==> src/logic/epio_pkg.sv <==
/*
 Package for the eight-pin parallel I/O port: register offsets, reset values,
 pin sharing layout and the packed carriers used at the port's boundary.
 Assumes a single system clock domain and that every user names items as epio_pkg::name.
*/
package epio_pkg;

    localparam int unsigned EPIO_PINS = 8;
    localparam int unsigned EPIO_ADDR_W = 10;
    localparam int unsigned EPIO_DATA_W = 8;

    // Offsets from the module base pointer
    localparam logic [EPIO_ADDR_W-1:0] EPIO_OFS_DIR = 10'h1c5;
    localparam logic [EPIO_ADDR_W-1:0] EPIO_OFS_LEVEL = 10'h1c9;

    localparam logic [EPIO_DATA_W-1:0] EPIO_DIR_RST = 8'h00;
    localparam logic [EPIO_DATA_W-1:0] EPIO_LEVEL_RST = 8'h00;
    localparam logic [EPIO_DATA_W-1:0] EPIO_RDATA_ZERO = 8'h00;
    localparam logic [EPIO_PINS-1:0] EPIO_SYNC_RST = 8'h00;

    // Direction encoding of one bit
    localparam logic EPIO_DIR_IN = 1'b0;
    localparam logic EPIO_DIR_OUT = 1'b1;

    // Pin sharing: processor state on pins 3..0, trace nibble on pins 7..4
    localparam int unsigned EPIO_STATE_LSB = 0;
    localparam int unsigned EPIO_TRACE_LSB = 4;
    localparam int unsigned EPIO_EMU_W = 4;

    typedef struct packed {
        logic valid;
        logic write;
        logic [EPIO_ADDR_W-1:0] addr;
        logic [EPIO_DATA_W-1:0] wdata;
    } epio_reg_req_t;

    typedef struct packed {
        logic valid;
        logic hit;
        logic [EPIO_DATA_W-1:0] rdata;
    } epio_reg_resp_t;

    typedef struct packed {
        logic [EPIO_EMU_W-1:0] trace;
        logic [EPIO_EMU_W-1:0] state;
    } epio_emu_t;

endpackage

==> src/logic/epio_port.sv <==
/*
 Eight-pin general-purpose I/O port with direction and level registers,
 pins shared with processor-state and trace-nibble emulation outputs.
 Assumes the pin function select bits and emulation signals come from logic on
 clk_sys_in; the pin pad combines level, output and enable outside this block.
*/
`timescale 1ns/1ns
module epio_port (
    input wire logic clk_sys_in,
    input wire logic rst_in,
    input wire logic ce_in,
    input wire epio_pkg::epio_reg_req_t reg_req_in,
    output epio_pkg::epio_reg_resp_t reg_resp_out,
    input wire logic [epio_pkg::EPIO_PINS-1:0] pin_function_select_in,
    input wire epio_pkg::epio_emu_t emu_in,
    input wire logic [epio_pkg::EPIO_PINS-1:0] gpio_pin_in,
    output logic [epio_pkg::EPIO_PINS-1:0] gpio_pin_out,
    output logic [epio_pkg::EPIO_PINS-1:0] gpio_pin_oe_out
);

    logic [epio_pkg::EPIO_DATA_W-1:0] pin_direction_control_r;
    logic [epio_pkg::EPIO_DATA_W-1:0] pin_level_r;
    logic [epio_pkg::EPIO_PINS-1:0] pin_sync;
    logic [epio_pkg::EPIO_PINS-1:0] emu_vec;
    logic [epio_pkg::EPIO_PINS-1:0] pin_out_nxt;
    logic [epio_pkg::EPIO_PINS-1:0] pin_oe_nxt;
    logic [epio_pkg::EPIO_DATA_W-1:0] rdata_nxt;
    logic hit_dir;
    logic hit_level;
    logic wr_dir;
    logic wr_level;

    // Address compare used by both read and write decode
    function automatic logic offset_hit(
        input logic [epio_pkg::EPIO_ADDR_W-1:0] addr,
        input logic [epio_pkg::EPIO_ADDR_W-1:0] ofs
    );
        offset_hit = (addr == ofs);
    endfunction

    // Per-bit select between a general-purpose value and a shared value
    function automatic logic [epio_pkg::EPIO_PINS-1:0] pick(
        input logic [epio_pkg::EPIO_PINS-1:0] sel,
        input logic [epio_pkg::EPIO_PINS-1:0] when_one,
        input logic [epio_pkg::EPIO_PINS-1:0] when_zero
    );
        pick = (sel & when_one) | (~sel & when_zero);
    endfunction

    epio_sync2 u_sync (
        .clk_sys_in(clk_sys_in),
        .rst_in(rst_in),
        .ce_in(ce_in),
        .async_in(gpio_pin_in),
        .sync_out(pin_sync)
    );

    // Shared emulation signals laid onto pin positions
    always_comb begin
        emu_vec = '0;
        emu_vec[epio_pkg::EPIO_TRACE_LSB +: epio_pkg::EPIO_EMU_W] = emu_in.trace;
        emu_vec[epio_pkg::EPIO_STATE_LSB +: epio_pkg::EPIO_EMU_W] = emu_in.state;
    end

    // Only the two printed offsets decode; anything else is a no-op answered with hit low
    always_comb begin
        hit_dir = offset_hit(reg_req_in.addr, epio_pkg::EPIO_OFS_DIR);
        hit_level = offset_hit(reg_req_in.addr, epio_pkg::EPIO_OFS_LEVEL);
        wr_dir = reg_req_in.valid && reg_req_in.write && hit_dir;
        wr_level = reg_req_in.valid && reg_req_in.write && hit_level;
    end

    // Direction register: one bit per pin
    always_ff @(posedge clk_sys_in) begin
        if (rst_in) begin
            pin_direction_control_r <= epio_pkg::EPIO_DIR_RST;
        end else if (ce_in && wr_dir) begin
            pin_direction_control_r <= reg_req_in.wdata;
        end
    end

    // Level register stores every write, whatever the direction
    always_ff @(posedge clk_sys_in) begin
        if (rst_in) begin
            pin_level_r <= epio_pkg::EPIO_LEVEL_RST;
        end else if (ce_in && wr_level) begin
            pin_level_r <= reg_req_in.wdata;
        end
    end

    // Pin drive: general-purpose pins follow the registers, others carry emulation
    always_comb begin
        pin_out_nxt = pick(pin_function_select_in, pin_level_r, emu_vec);
        // Emulation pins always drive, so direction has no say there
        pin_oe_nxt = pick(pin_function_select_in, pin_direction_control_r, '1);
    end

    always_ff @(posedge clk_sys_in) begin
        if (rst_in) begin
            gpio_pin_out <= epio_pkg::EPIO_SYNC_RST;
            gpio_pin_oe_out <= epio_pkg::EPIO_SYNC_RST;
        end else if (ce_in) begin
            gpio_pin_out <= pin_out_nxt;
            gpio_pin_oe_out <= pin_oe_nxt;
        end
    end

    // Readback: outputs show the driven value, inputs the synchronised pin.
    // Emulation pins return the pin level, which software must not trust.
    always_comb begin
        rdata_nxt = epio_pkg::EPIO_RDATA_ZERO;
        if (hit_dir) begin
            rdata_nxt = pin_direction_control_r;
        end else if (hit_level) begin
            rdata_nxt = pick(pin_direction_control_r & pin_function_select_in,
                             pin_level_r, pin_sync);
        end
    end

    // One response pulse per request, the cycle after it is taken
    always_ff @(posedge clk_sys_in) begin
        if (rst_in) begin
            reg_resp_out <= '0;
        end else if (ce_in) begin
            reg_resp_out.valid <= reg_req_in.valid;
            reg_resp_out.hit <= reg_req_in.valid && (hit_dir || hit_level);
            if (reg_req_in.valid && !reg_req_in.write) begin
                reg_resp_out.rdata <= rdata_nxt;
            end else begin
                reg_resp_out.rdata <= epio_pkg::EPIO_RDATA_ZERO;
            end
        end
    end

endmodule

==> src/logic/epio_sync2.sv <==
/*
 Two-stage synchroniser for the eight pin levels.
 Assumes the pins change without regard to clk_sys_in; only the second stage is read outside.
*/
`timescale 1ns/1ns
module epio_sync2 (
    input wire logic clk_sys_in,
    input wire logic rst_in,
    input wire logic ce_in,
    input wire logic [epio_pkg::EPIO_PINS-1:0] async_in,
    output logic [epio_pkg::EPIO_PINS-1:0] sync_out
);

    logic [epio_pkg::EPIO_PINS-1:0] meta_r;

    // First stage feeds only the second stage
    always_ff @(posedge clk_sys_in) begin
        if (rst_in) begin
            meta_r <= epio_pkg::EPIO_SYNC_RST;
            sync_out <= epio_pkg::EPIO_SYNC_RST;
        end else if (ce_in) begin
            meta_r <= async_in;
            sync_out <= meta_r;
        end
    end

endmodule

==> config.mk <==
export PLATFORM = sky130hd
export DESIGN_NAME = epio_port
export DESIGN_NICKNAME = d
export VERILOG_FILES = /design/src/logic/epio_pkg.sv /design/src/logic/epio_port.sv /design/src/logic/epio_sync2.sv
export SDC_FILE = /design/constraint.sdc
export NUM_CORES = 1
export LEC_CHECK = 0
export BUFFER_PORTS_ARGS = -buffer_cell sky130_fd_sc_hd__buf_2
export CELL_PAD_IN_SITES_DETAIL_PLACEMENT = 1
export CELL_PAD_IN_SITES_GLOBAL_PLACEMENT = 2
export CORE_UTILIZATION = 33
export DETAILED_ROUTE_END_ITERATION = 16
export GPL_TIMING_DRIVEN = 0
export PLACE_DENSITY_LB_ADDON = 0.3
export SLEW_MARGIN = 0
export SYNTH_ARGS = -nofsm -noshare
export SYNTH_HDL_FRONTEND = slang
export SYNTH_SLANG_ARGS = --single-unit
==> constraint.sdc <==
create_clock -name clk_sys_in -period 2 [get_ports clk_sys_in]
set_input_delay 0.2 -clock clk_sys_in [delete_from_list [all_inputs] [get_ports clk_sys_in]]
set_output_delay 0.2 -clock clk_sys_in [all_outputs]
set_load 0.1 [all_outputs]
==> impl_metrics.py, run 1 <==
metrics = {
    "power": {
        "ir_drop_uv": 295,
        "cellPowerDensity_nw_per_um2": 805,
        "p_leak_nw": 1.38,
    },
    "synthesis": {
        "synth_common_cells": "dfxtp_1 (58), mux2i_1 (40), nor2_1 (35)",
        "ys_types": 27,
        "ys.flop_type": "dfxtp_1",
        "synth.area.top_cells": "dfxtp_1 (46%), mux2i_1 (16%), nand2b_1 (5.9%), nor2_1 (5.2%), a311oi_1 (2.8%)",
        "syn_nets": 309,
        "yosysTopAreaCellShare": 0.460,
        "synth-warning-count": 0,
        "synth-edff-count": 0,
        "synth_most_common_cell": "dfxtp_1",
        "yosysSeqAreaShare": 0.460,
        "postSynthCellCount": 262,
        "ys_async_sr_fraction": 0,
        "avgSynthCellArea_sq_um": 9.63,
        "synth-seq-cells": 58,
        "synth_area_sq_um": 2520,
        "synth_top_cell_by_area": "dfxtp_1",
    },
    "timing": {
        "finalSetupViolations": 0,
        "fin_setup_tns_ns": 0,
        "hold_viol": 0,
        "period_needed_ns": 1.40,
        "slew_viol_final": 0,
        "finalClockSkew_ns": 0.00769,
        "grt_setup_unrepaired": "false",
        "slew_headroom": 0.633,
        "max_freq_mhz": 715,
        "tightest_slew_ns": 0.550,
        "min_period_over_period": 0.699,
        "worst_slack_ns": 0.601,
    },
    "die": {
        "start_util": 0.344,
        "die-area_sq_um": 8000,
        "floorplan.rows": 31,
        "coreArea_sq_um": 7330,
        "io_pins": 73,
        "die_w_um": 89.5,
        "die-height_um": 89.5,
    },
    "final_layout": {
        "multi_input_area_sq_um": 1250,
        "area_growth_pct": 25.5,
        "num-fill-cells": 864,
        "final-seq-area_sq_um": 1160,
        "diodes": 0,
        "drive_gt1_frac": 0.281,
        "fin_nets": 391,
    },
    "setup_path": {
        "reg2reg_from": "pin_level_r[3]",
        "crit_start": "reg_req_in[10]",
        "path_class": "in2reg",
        "cp.required_ns": 2.26,
        "arrival_ns": 1.65,
        "crit_fanout": 10,
        "critPathLaunchType": "input pin",
        "r2r_cells": 3,
        "end_kind": "flip-flop",
    },
    "placement": {
        "numPortBuffers": 71,
        "routabilityCongestion": 0.733,
        "dp_slack_ns": 0.197,
        "hpwl_mm": 5.30,
    },
    "clocking": {
        "cts_buffer_depth": 2,
        "cts_tree": "done",
        "htree_levels": 3,
        "cts_buffers": 9,
        "clock_latency_ns": 0.34,
        "cts.repair.resized": 0,
        "post-cts-setup-buffers": 0,
        "cts_hold_repair.buffers": 0,
        "clk_transition_reported_paths_ns": 0.07,
        "cts_sinks": 58,
        "root_buffer": "clkbuf_8",
    },
    "drt": {
        "firstDrtPassIters": 4,
        "drt.antenna.violating_nets": 0,
        "vias_per_cell": 5.03,
        "wl_mm": 7.24,
        "wl_per_cell_um": 16.2,
        "drc": 0,
        "via_count": 2254,
        "drtIter0Drc": 44,
    },
    "hold_path": {
        "hp-start": "gpio_pin_in[6]",
        "worstHoldPathType": "in2reg",
        "min_path_cells": 3,
    },
    "grt": {
        "grt_pass1_wl_mm": 11.2,
        "antenna_found_initial": 0,
        "grt_max_degree": 11,
        "grt.overflow.total": 0,
        "first_global_vias": 2287,
        "grt_use_total": 0.194,
    },
    "job": {
        "cap_violations": 0,
    },
    "outcome": {
        "status": "complete, no violations",
    },
}
## worst max-delay path, stage by stage
cell and delay [ns]:
buf_2 0.09, clkbuf_1 0.39, and2b_1 0.19, clkbuf_1 0.37, o21ai_0 0.24, a22oi_1 0.18
## registers in the layout (all words and copies together) (netlist names)
| register | count |
|---|---|
| gpio_pin_oe_out | 8 |
| gpio_pin_out | 8 |
| pin_direction_control_r | 8 |
| pin_level_r | 8 |
| reg_resp_out | 10 |
| u_sync.meta_r | 8 |
| u_sync.sync_out | 8 |
## report_power, final
group	switching (mW)	total (mW)	internal (mW)
combinational	0.289	0.397	0.109
clock	0.462	0.940	0.478
sequential	0.0188	1.21	1.19
## cells by family (layout without fill, tap and decap cells)
logic type / after synthesis / count (layout) / share of synthesized area
compound gates: 43 / 43 / 0.126
buf+inv: 27 / 114 / 0.0441
mux: 40 / 40 / 0.159
simple gates: 94 / 94 / 0.211
flops: 58 / 58 / 0.460
## stage by stage
step	power, mW	std cells	hold WS [ns]	util	instance area (sq um)
3_5_place_dp	1.64	432	0.448	0.410	3000
2_1_floorplan	1.52	262	0.318	-	2520
6_report	2.55	448	0.0935	0.432	3170
4_1_cts	2.57	448	0.0965	0.432	3170
3_3_place_gp	1.63	432	0.437	0.410	3000
5_1_grt	2.67	448	0.105	0.432	3170
## cell usage in the layout (no fill, tap or decap), types with 4 or more instances in the layout
| cell type | instances |
|---|---|
| mux2i_1 | 40 |
| clkbuf_1 | 14 |
| clkbuf_8 | 10 |
| a311oi_1 | 8 |
| a32oi_1 | 8 |
| and4b_1 | 5 |
| nor2_1 | 35 |
| nand2_1 | 17 |
| o21ai_0 | 8 |
| a211oi_1 | 8 |
| a22oi_1 | 8 |
| dfxtp_1 | 58 |
| and4b_2 | 4 |
| inv_1 | 9 |
| buf_2 | 76 |
| nand2b_1 | 24 |
## worst paths after layout
| path | end | slack [ns] |
|---|---|---|
| setup / recovery | reg_resp_out[3] | 0.60 |
| setup reg to reg | reg_resp_out[3] | 0.94 |
| hold reg to reg | gpio_pin_oe_out[1] | 0.48 |
| hold / removal | u_sync.meta_r[6] | 0.09 |
## per-layer routing
metal	GRT usage	vias to the layer above	part of all wire
met2	0.325	64	0.47
met4	0.0779	0	0.016
met5	0	-	0
met1	0.245	1085	0.47
met3	0.0388	10	0.035
li1	-	1095	-
## layout make-up
cell class	instances	share of cell area
clock inverter	3	0.00474
timing repair buffer	71	0.112
sequential	58	0.367
inverter	9	0.0107
clock buffer	13	0.0470
tap	99	0.0391
multi-input combinational	177	0.395
buffer	18	0.0245
(Power assumes the default switching activity.)
==> inputs of run 2 (changes only) <==
--- a/config.mk
+++ b/config.mk
@@ -8,7 +8,7 @@
 export BUFFER_PORTS_ARGS = -buffer_cell sky130_fd_sc_hd__buf_2
 export CELL_PAD_IN_SITES_DETAIL_PLACEMENT = 1
 export CELL_PAD_IN_SITES_GLOBAL_PLACEMENT = 2
-export CORE_UTILIZATION = 33
+export CORE_UTILIZATION = 31
 export DETAILED_ROUTE_END_ITERATION = 16
 export GPL_TIMING_DRIVEN = 0
 export PLACE_DENSITY_LB_ADDON = 0.3
==> constraint.sdc (replaced) <==
create_clock -name clk_sys_in -period 1.3 [get_ports clk_sys_in]
set_input_delay 0.13 -clock clk_sys_in [delete_from_list [all_inputs] [get_ports clk_sys_in]]
set_output_delay 0.13 -clock clk_sys_in [all_outputs]
set_load 0.1 [all_outputs]
==> run 2 against run 1 <==
Effect of this change:
- wire length hardly changed
- cell area is 2.1% higher
- setup slack worse by 0.56 ns
- critical path type is now reg2out
- final cell count is 0.45% higher
- register-to-register slack worse by 0.65 ns
- flip-flop and latch count stayed put
==> impl_metrics.py, run 2 (synthesis results as in run 1) <==
metrics = {
    "outcome": {
        "status": "complete, no violations",
    },
    "job": {
        "cap_violations": 0,
    },
    "final_layout": {
        "area_growth_pct": 28.1,
        "layout_commonest_cell": "buf_2",
        "diodes": 0,
        "instances_no_fill": 450,
        "drive_gt1_frac": 0.313,
        "largest_register_ffs": 10,
        "layout_common_cells": "buf_2 (75), dfxtp_1 (51), mux2i_1 (40), nor2_1 (35), nand2b_1 (24)",
        "fin_nets": 390,
        "top_register": "reg_resp_out",
    },
    "placement": {
        "numPortBuffers": 71,
        "hpwl_mm": 5.35,
        "routabilityCongestion": 0.715,
        "dp_cells": 435,
        "dp_slack_ns": -0.327,
    },
    "drt": {
        "wl_mm": 7.24,
        "wl_per_cell_um": 16.1,
        "drt.antenna.violating_nets": 0,
        "firstDrtPassIters": 4,
        "drtIter0Drc": 70,
        "via_count": 2216,
        "drc": 0,
        "vias_per_cell": 4.92,
    },
    "clocking": {
        "htree_levels": 3,
        "clk_transition_reported_paths_ns": 0.07,
        "cts_buffers": 9,
        "cts_sinks": 58,
        "cts_hold_repair.buffers": 0,
        "cts_buffer_depth": 2,
        "cts_tree": "done",
        "clock_latency_ns": 0.34,
        "cts.repair.resized": 0,
        "post-cts-setup-buffers": 0,
        "root_buffer": "clkbuf_8",
    },
    "hold_path": {
        "whs_endpoint": "u_sync.meta_r[7]",
        "hp-start": "gpio_pin_in[7]",
        "worstHoldPathType": "in2reg",
        "min_path_cells": 3,
    },
    "timing": {
        "slew_viol_final": 0,
        "tightest_slew_ns": 0.598,
        "period_needed_ns": 1.26,
        "min_period_over_period": 0.967,
        "worst_slack_ns": 0.0433,
        "finalSetupViolations": 0,
        "hold_viol": 0,
        "grt_setup_unrepaired": "false",
        "finalClockSkew_ns": 0.00750,
        "slew_headroom": 0.602,
        "max_freq_mhz": 796,
    },
    "grt": {
        "antenna_found_initial": 0,
        "grt_max_degree": 11,
        "grt_pass1_wl_mm": 11.5,
        "grt_use_total": 0.182,
        "grt.overflow.total": 0,
        "first_global_vias": 2357,
    },
    "die": {
        "coreArea_sq_um": 7810,
        "die_w_um": 92.2,
        "floorplan.rows": 32,
        "start_util": 0.323,
        "die-height_um": 92.2,
        "die-area_sq_um": 8510,
        "io_pins": 73,
    },
    "setup_path": {
        "cp.required_ns": 1.17,
        "r2r_cells": 3,
        "critPathLaunchType": "flip-flop",
        "arrival_ns": 1.13,
        "cp_slowest_cell": "buf_2",
        "reg2reg_from": "pin_level_r[4]",
        "end_kind": "primary output",
        "regToRegEndpoint": "reg_resp_out[4]",
        "crit_family": "buffers and inverters",
        "path_cells": "buf_2",
        "reg2reg_slack_ns": 0.29,
        "path_class": "reg2out",
        "path_buf_inv": 1,
        "crit_fanout": 2,
        "cp_slowest_stage_delay_ns": 0.44,
    },
    "power": {
        "p_comb_frac": 0.141,
        "power_frac_clock": 0.429,
        "p_leak_nw": 1.41,
        "cellPowerDensity_nw_per_um2": 1340,
        "switching_share": 0.280,
        "ir_drop_uv": 491,
        "internal_power_mw": 3.12,
        "p_sw_mw": 1.21,
        "power.share.sequential": 0.430,
    },
}
run 2: cell count changes in the layout (fill, tap and decap cells not counted), sizes merged:
cell and change:
buf -1, bufinv +2, clkbuf -3, clkinv +1
run 2: how the worst max path moves through the flow:
| stage | depth (start not counted) | end | slack [ns] | startpoint |
|---|---|---|---|---|
| 2_1_floorplan | 2 | reg_resp_out[6] | 0.007 | reg_resp_out[6] |
| 6_report | 1 | gpio_pin_oe_out[7] | 0.04 | gpio_pin_oe_out[7] |
| 3_5_place_dp | 5 | pin_level_r[0] | -0.33 | reg_req_in[11] |
| 3_3_place_gp | 6 | reg_resp_out[6] | -0.32 | reg_req_in[10] |
| 4_1_cts | 5 | pin_level_r[0] | 0.007 | reg_req_in[11] |
| 5_1_grt | 4 | u_sync.meta_r[7] | 0.0004 | rst_in |
run 2: power groups by stage:
stage / sequential, mW / combinational (mW) / clock, mW
global placement: 1.90 / 0.611 / 0
global route: 1.87 / 0.653 / 1.98
floorplan: 2.15 / 0.184 / 0
finish: 1.86 / 0.610 / 1.86
CTS: 1.86 / 0.617 / 1.89
detailed placement: 1.91 / 0.616 / 0
run 2: layout make-up:
class / instances / area [sq um]
clock inverter: 6 / 80.1
timing repair buffer: 71 / 358
multi-input combinational: 177 / 1250
fill: 940 / 4570
tap: 102 / 128
sequential: 58 / 1170
buffer: 17 / 75.1
clock buffer: 10 / 138
inverter: 9 / 33.8
run 2: stage by stage:
step	utilization	total power [mW]	instance area, sq um	hold slack (ns)	setup TNS, ns
floorplan	-	2.33	2530	0.248	0
global placement	0.386	2.51	3020	0.368	-8.62
detailed placement	0.386	2.52	3020	0.377	-8.84
CTS	0.414	4.38	3230	0.0180	0
global route	0.414	4.50	3230	0.0264	0
finish	0.414	4.33	3230	0.0277	0
run 2: metal layers:
metal / up-vias / part of all wire / track usage
met3: 9 / 0.038 / 0.0315
li1: 1098 / - / -
met1: 1053 / 0.47 / 0.231
met2: 56 / 0.47 / 0.299
met4: 0 / 0.015 / 0.0859
met5: - / 0 / 0
==> inputs of run 3 (changes only) <==
--- a/config.mk
+++ b/config.mk
@@ -8,10 +8,12 @@
 export BUFFER_PORTS_ARGS = -buffer_cell sky130_fd_sc_hd__buf_2
 export CELL_PAD_IN_SITES_DETAIL_PLACEMENT = 1
 export CELL_PAD_IN_SITES_GLOBAL_PLACEMENT = 2
+export CORE_MARGIN = 2
 export CORE_UTILIZATION = 31
 export DETAILED_ROUTE_END_ITERATION = 16
 export GPL_TIMING_DRIVEN = 0
 export PLACE_DENSITY_LB_ADDON = 0.3
+export RECOVER_POWER = 100
 export SLEW_MARGIN = 0
 export SYNTH_ARGS = -nofsm -noshare
 export SYNTH_HDL_FRONTEND = slang
==> run 3 against run 2 <==
Effect of this change:
- combinational power is essentially flat
- critical path type unchanged
- largest power group unchanged
- largest cell class unchanged
- fmax shrank 1.1%
- critical endpoint is now reg_resp_out[7]
- core utilization grew 0.096 points
==> impl_metrics.py, run 3 (synthesis results as in run 1) <==
metrics = {
    "outcome": {
        "status": "complete, no violations",
    },
    "setup_path": {
        "cp.required_ns": 1.17,
        "end_kind": "primary output",
        "critPathLaunchType": "flip-flop",
        "cp_slowest_stage_delay_ns": 0.45,
        "path_buf_inv": 1,
        "path_class": "reg2out",
        "crit_fanout": 3,
        "cp_slowest_cell": "buf_2",
        "arrival_ns": 1.14,
        "crit_family": "buffers and inverters",
        "path_cells": "buf_2",
    },
    "grt": {
        "first_global_vias": 2311,
        "grt.overflow.total": 0,
        "grt_max_degree": 11,
        "grt_use_total": 0.172,
        "grt_pass1_wl_mm": 11.4,
        "antenna_found_initial": 0,
    },
    "final_layout": {
        "layout_commonest_cell": "buf_2",
        "fin_area_sq_um": 3240,
        "drive_gt1_frac": 0.295,
        "top_register": "reg_resp_out",
        "largest_register_ffs": 10,
        "multi_input_area_sq_um": 1260,
        "num-fill-cells": 941,
        "fin_nets": 391,
        "layout_common_cells": "buf_2 (67), dfxtp_1 (53), mux2i_1 (40), nor2_1 (35), nand2b_1 (24)",
        "area_growth_pct": 28.4,
        "diodes": 0,
        "post-route-util": 0.415,
        "final-seq-area_sq_um": 1170,
    },
    "die": {
        "floorplan.rows": 32,
        "die_w_um": 94.2,
        "coreArea_sq_um": 7810,
        "io_pins": 73,
        "die-height_um": 94.2,
        "start_util": 0.323,
        "die-area_sq_um": 8880,
    },
    "clocking": {
        "root_buffer": "clkbuf_8",
        "clock_latency_ns": 0.34,
        "htree_levels": 3,
        "clk_transition_reported_paths_ns": 0.07,
        "cts_tree": "done",
        "cts_buffers": 9,
        "cts_sinks": 58,
        "cts_buffer_depth": 2,
        "cts_hold_repair.buffers": 0,
        "post-cts-setup-buffers": 0,
    },
    "power": {
        "ir_drop_uv": 528,
        "p_leak_nw": 1.40,
        "cellPowerDensity_nw_per_um2": 1340,
    },
    "drt": {
        "drc": 0,
        "vias_per_cell": 4.96,
        "drtIter0Drc": 74,
        "drt.antenna.violating_nets": 0,
        "wl_mm": 7.29,
        "wl_per_cell_um": 16.2,
        "firstDrtPassIters": 4,
        "via_count": 2236,
    },
    "timing": {
        "finalSetupViolations": 0,
        "finalClockSkew_ns": 0.00691,
        "max_freq_mhz": 787,
        "grt_setup_unrepaired": "false",
        "hold_viol": 0,
        "period_needed_ns": 1.27,
        "tightest_slew_ns": 0.590,
        "slew_headroom": 0.607,
        "min_period_over_period": 0.977,
        "worst_slack_ns": 0.0297,
        "slew_viol_final": 0,
        "hold_ws_ns": 0.0291,
        "fin_setup_tns_ns": 0,
    },
    "placement": {
        "place_area_sq_um": 3020,
        "hpwl_mm": 5.39,
        "numPortBuffers": 71,
        "dp_slack_ns": -0.369,
        "routabilityCongestion": 0.750,
    },
    "hold_path": {
        "worstHoldPathType": "in2reg",
    },
    "job": {
        "cap_violations": 0,
    },
}
==> run 3: cell types whose count changed in the layout (fill, tap and decap cells not counted), moves of 2 or more <==
cell / before / now
buf_2: 75 / 67
clkbuf_1: 9 / 14
dfxtp_1: 51 / 53
clkinv_2: 4 / 2
dfxtp_2: 7 / 5
clkbuf_2: 1 / 7
==> run 3: area by class of cell <==
type | instances | area share
buffer | 18 | 0.0236
clock buffer | 11 | 0.0436
clock inverter | 5 | 0.0239
inverter | 9 | 0.0104
multi-input combinational | 177 | 0.388
sequential | 58 | 0.360
tap | 102 | 0.0394
timing repair buffer | 71 | 0.110
==> run 3: timing repair <==
action / in CTS / in global routing
setup endpoints to repair: 3 / 9
resized for setup: 1 / 4
pin swaps: 0 / 0
==> run 3: worst paths after layout <==
kind                                         start  slack (ns)  depth (start not counted)            endpoint
worst min-delay path                gpio_pin_in[7]        0.03                          3    u_sync.meta_r[7]
worst max register to register      pin_level_r[4]        0.33                          3     reg_resp_out[4]
worst min register to register  gpio_pin_oe_out[1]        0.48                          2  gpio_pin_oe_out[1]
worst max-delay path               reg_resp_out[7]        0.03                          1     reg_resp_out[7]
==> run 3: metal layers <==
layer	vias to the layer above	global-route usage	wire length, um
li1	1096	-	-
met1	1071	0.219	3390
met2	58	0.278	3370
met3	11	0.0393	386
met4	0	0.0700	144
met5	-	0	0
==> run 3: power breakdown <==
part	leakage, nW	total, mW	switching, mW	internal (mW)
registers	0.476	1.86	0.0292	1.83
clock network	0.109	1.86	0.732	1.13
logic	0.815	0.611	0.444	0.167
total	1.40	4.33	1.20	3.13
==> run 3: stage by stage <==
stage,total power [mW],instances
after floorplan,2.33,262
after global placement,2.51,435
after detailed placement,2.52,435
after CTS,4.37,451
after global routing,4.51,451
final,4.33,451
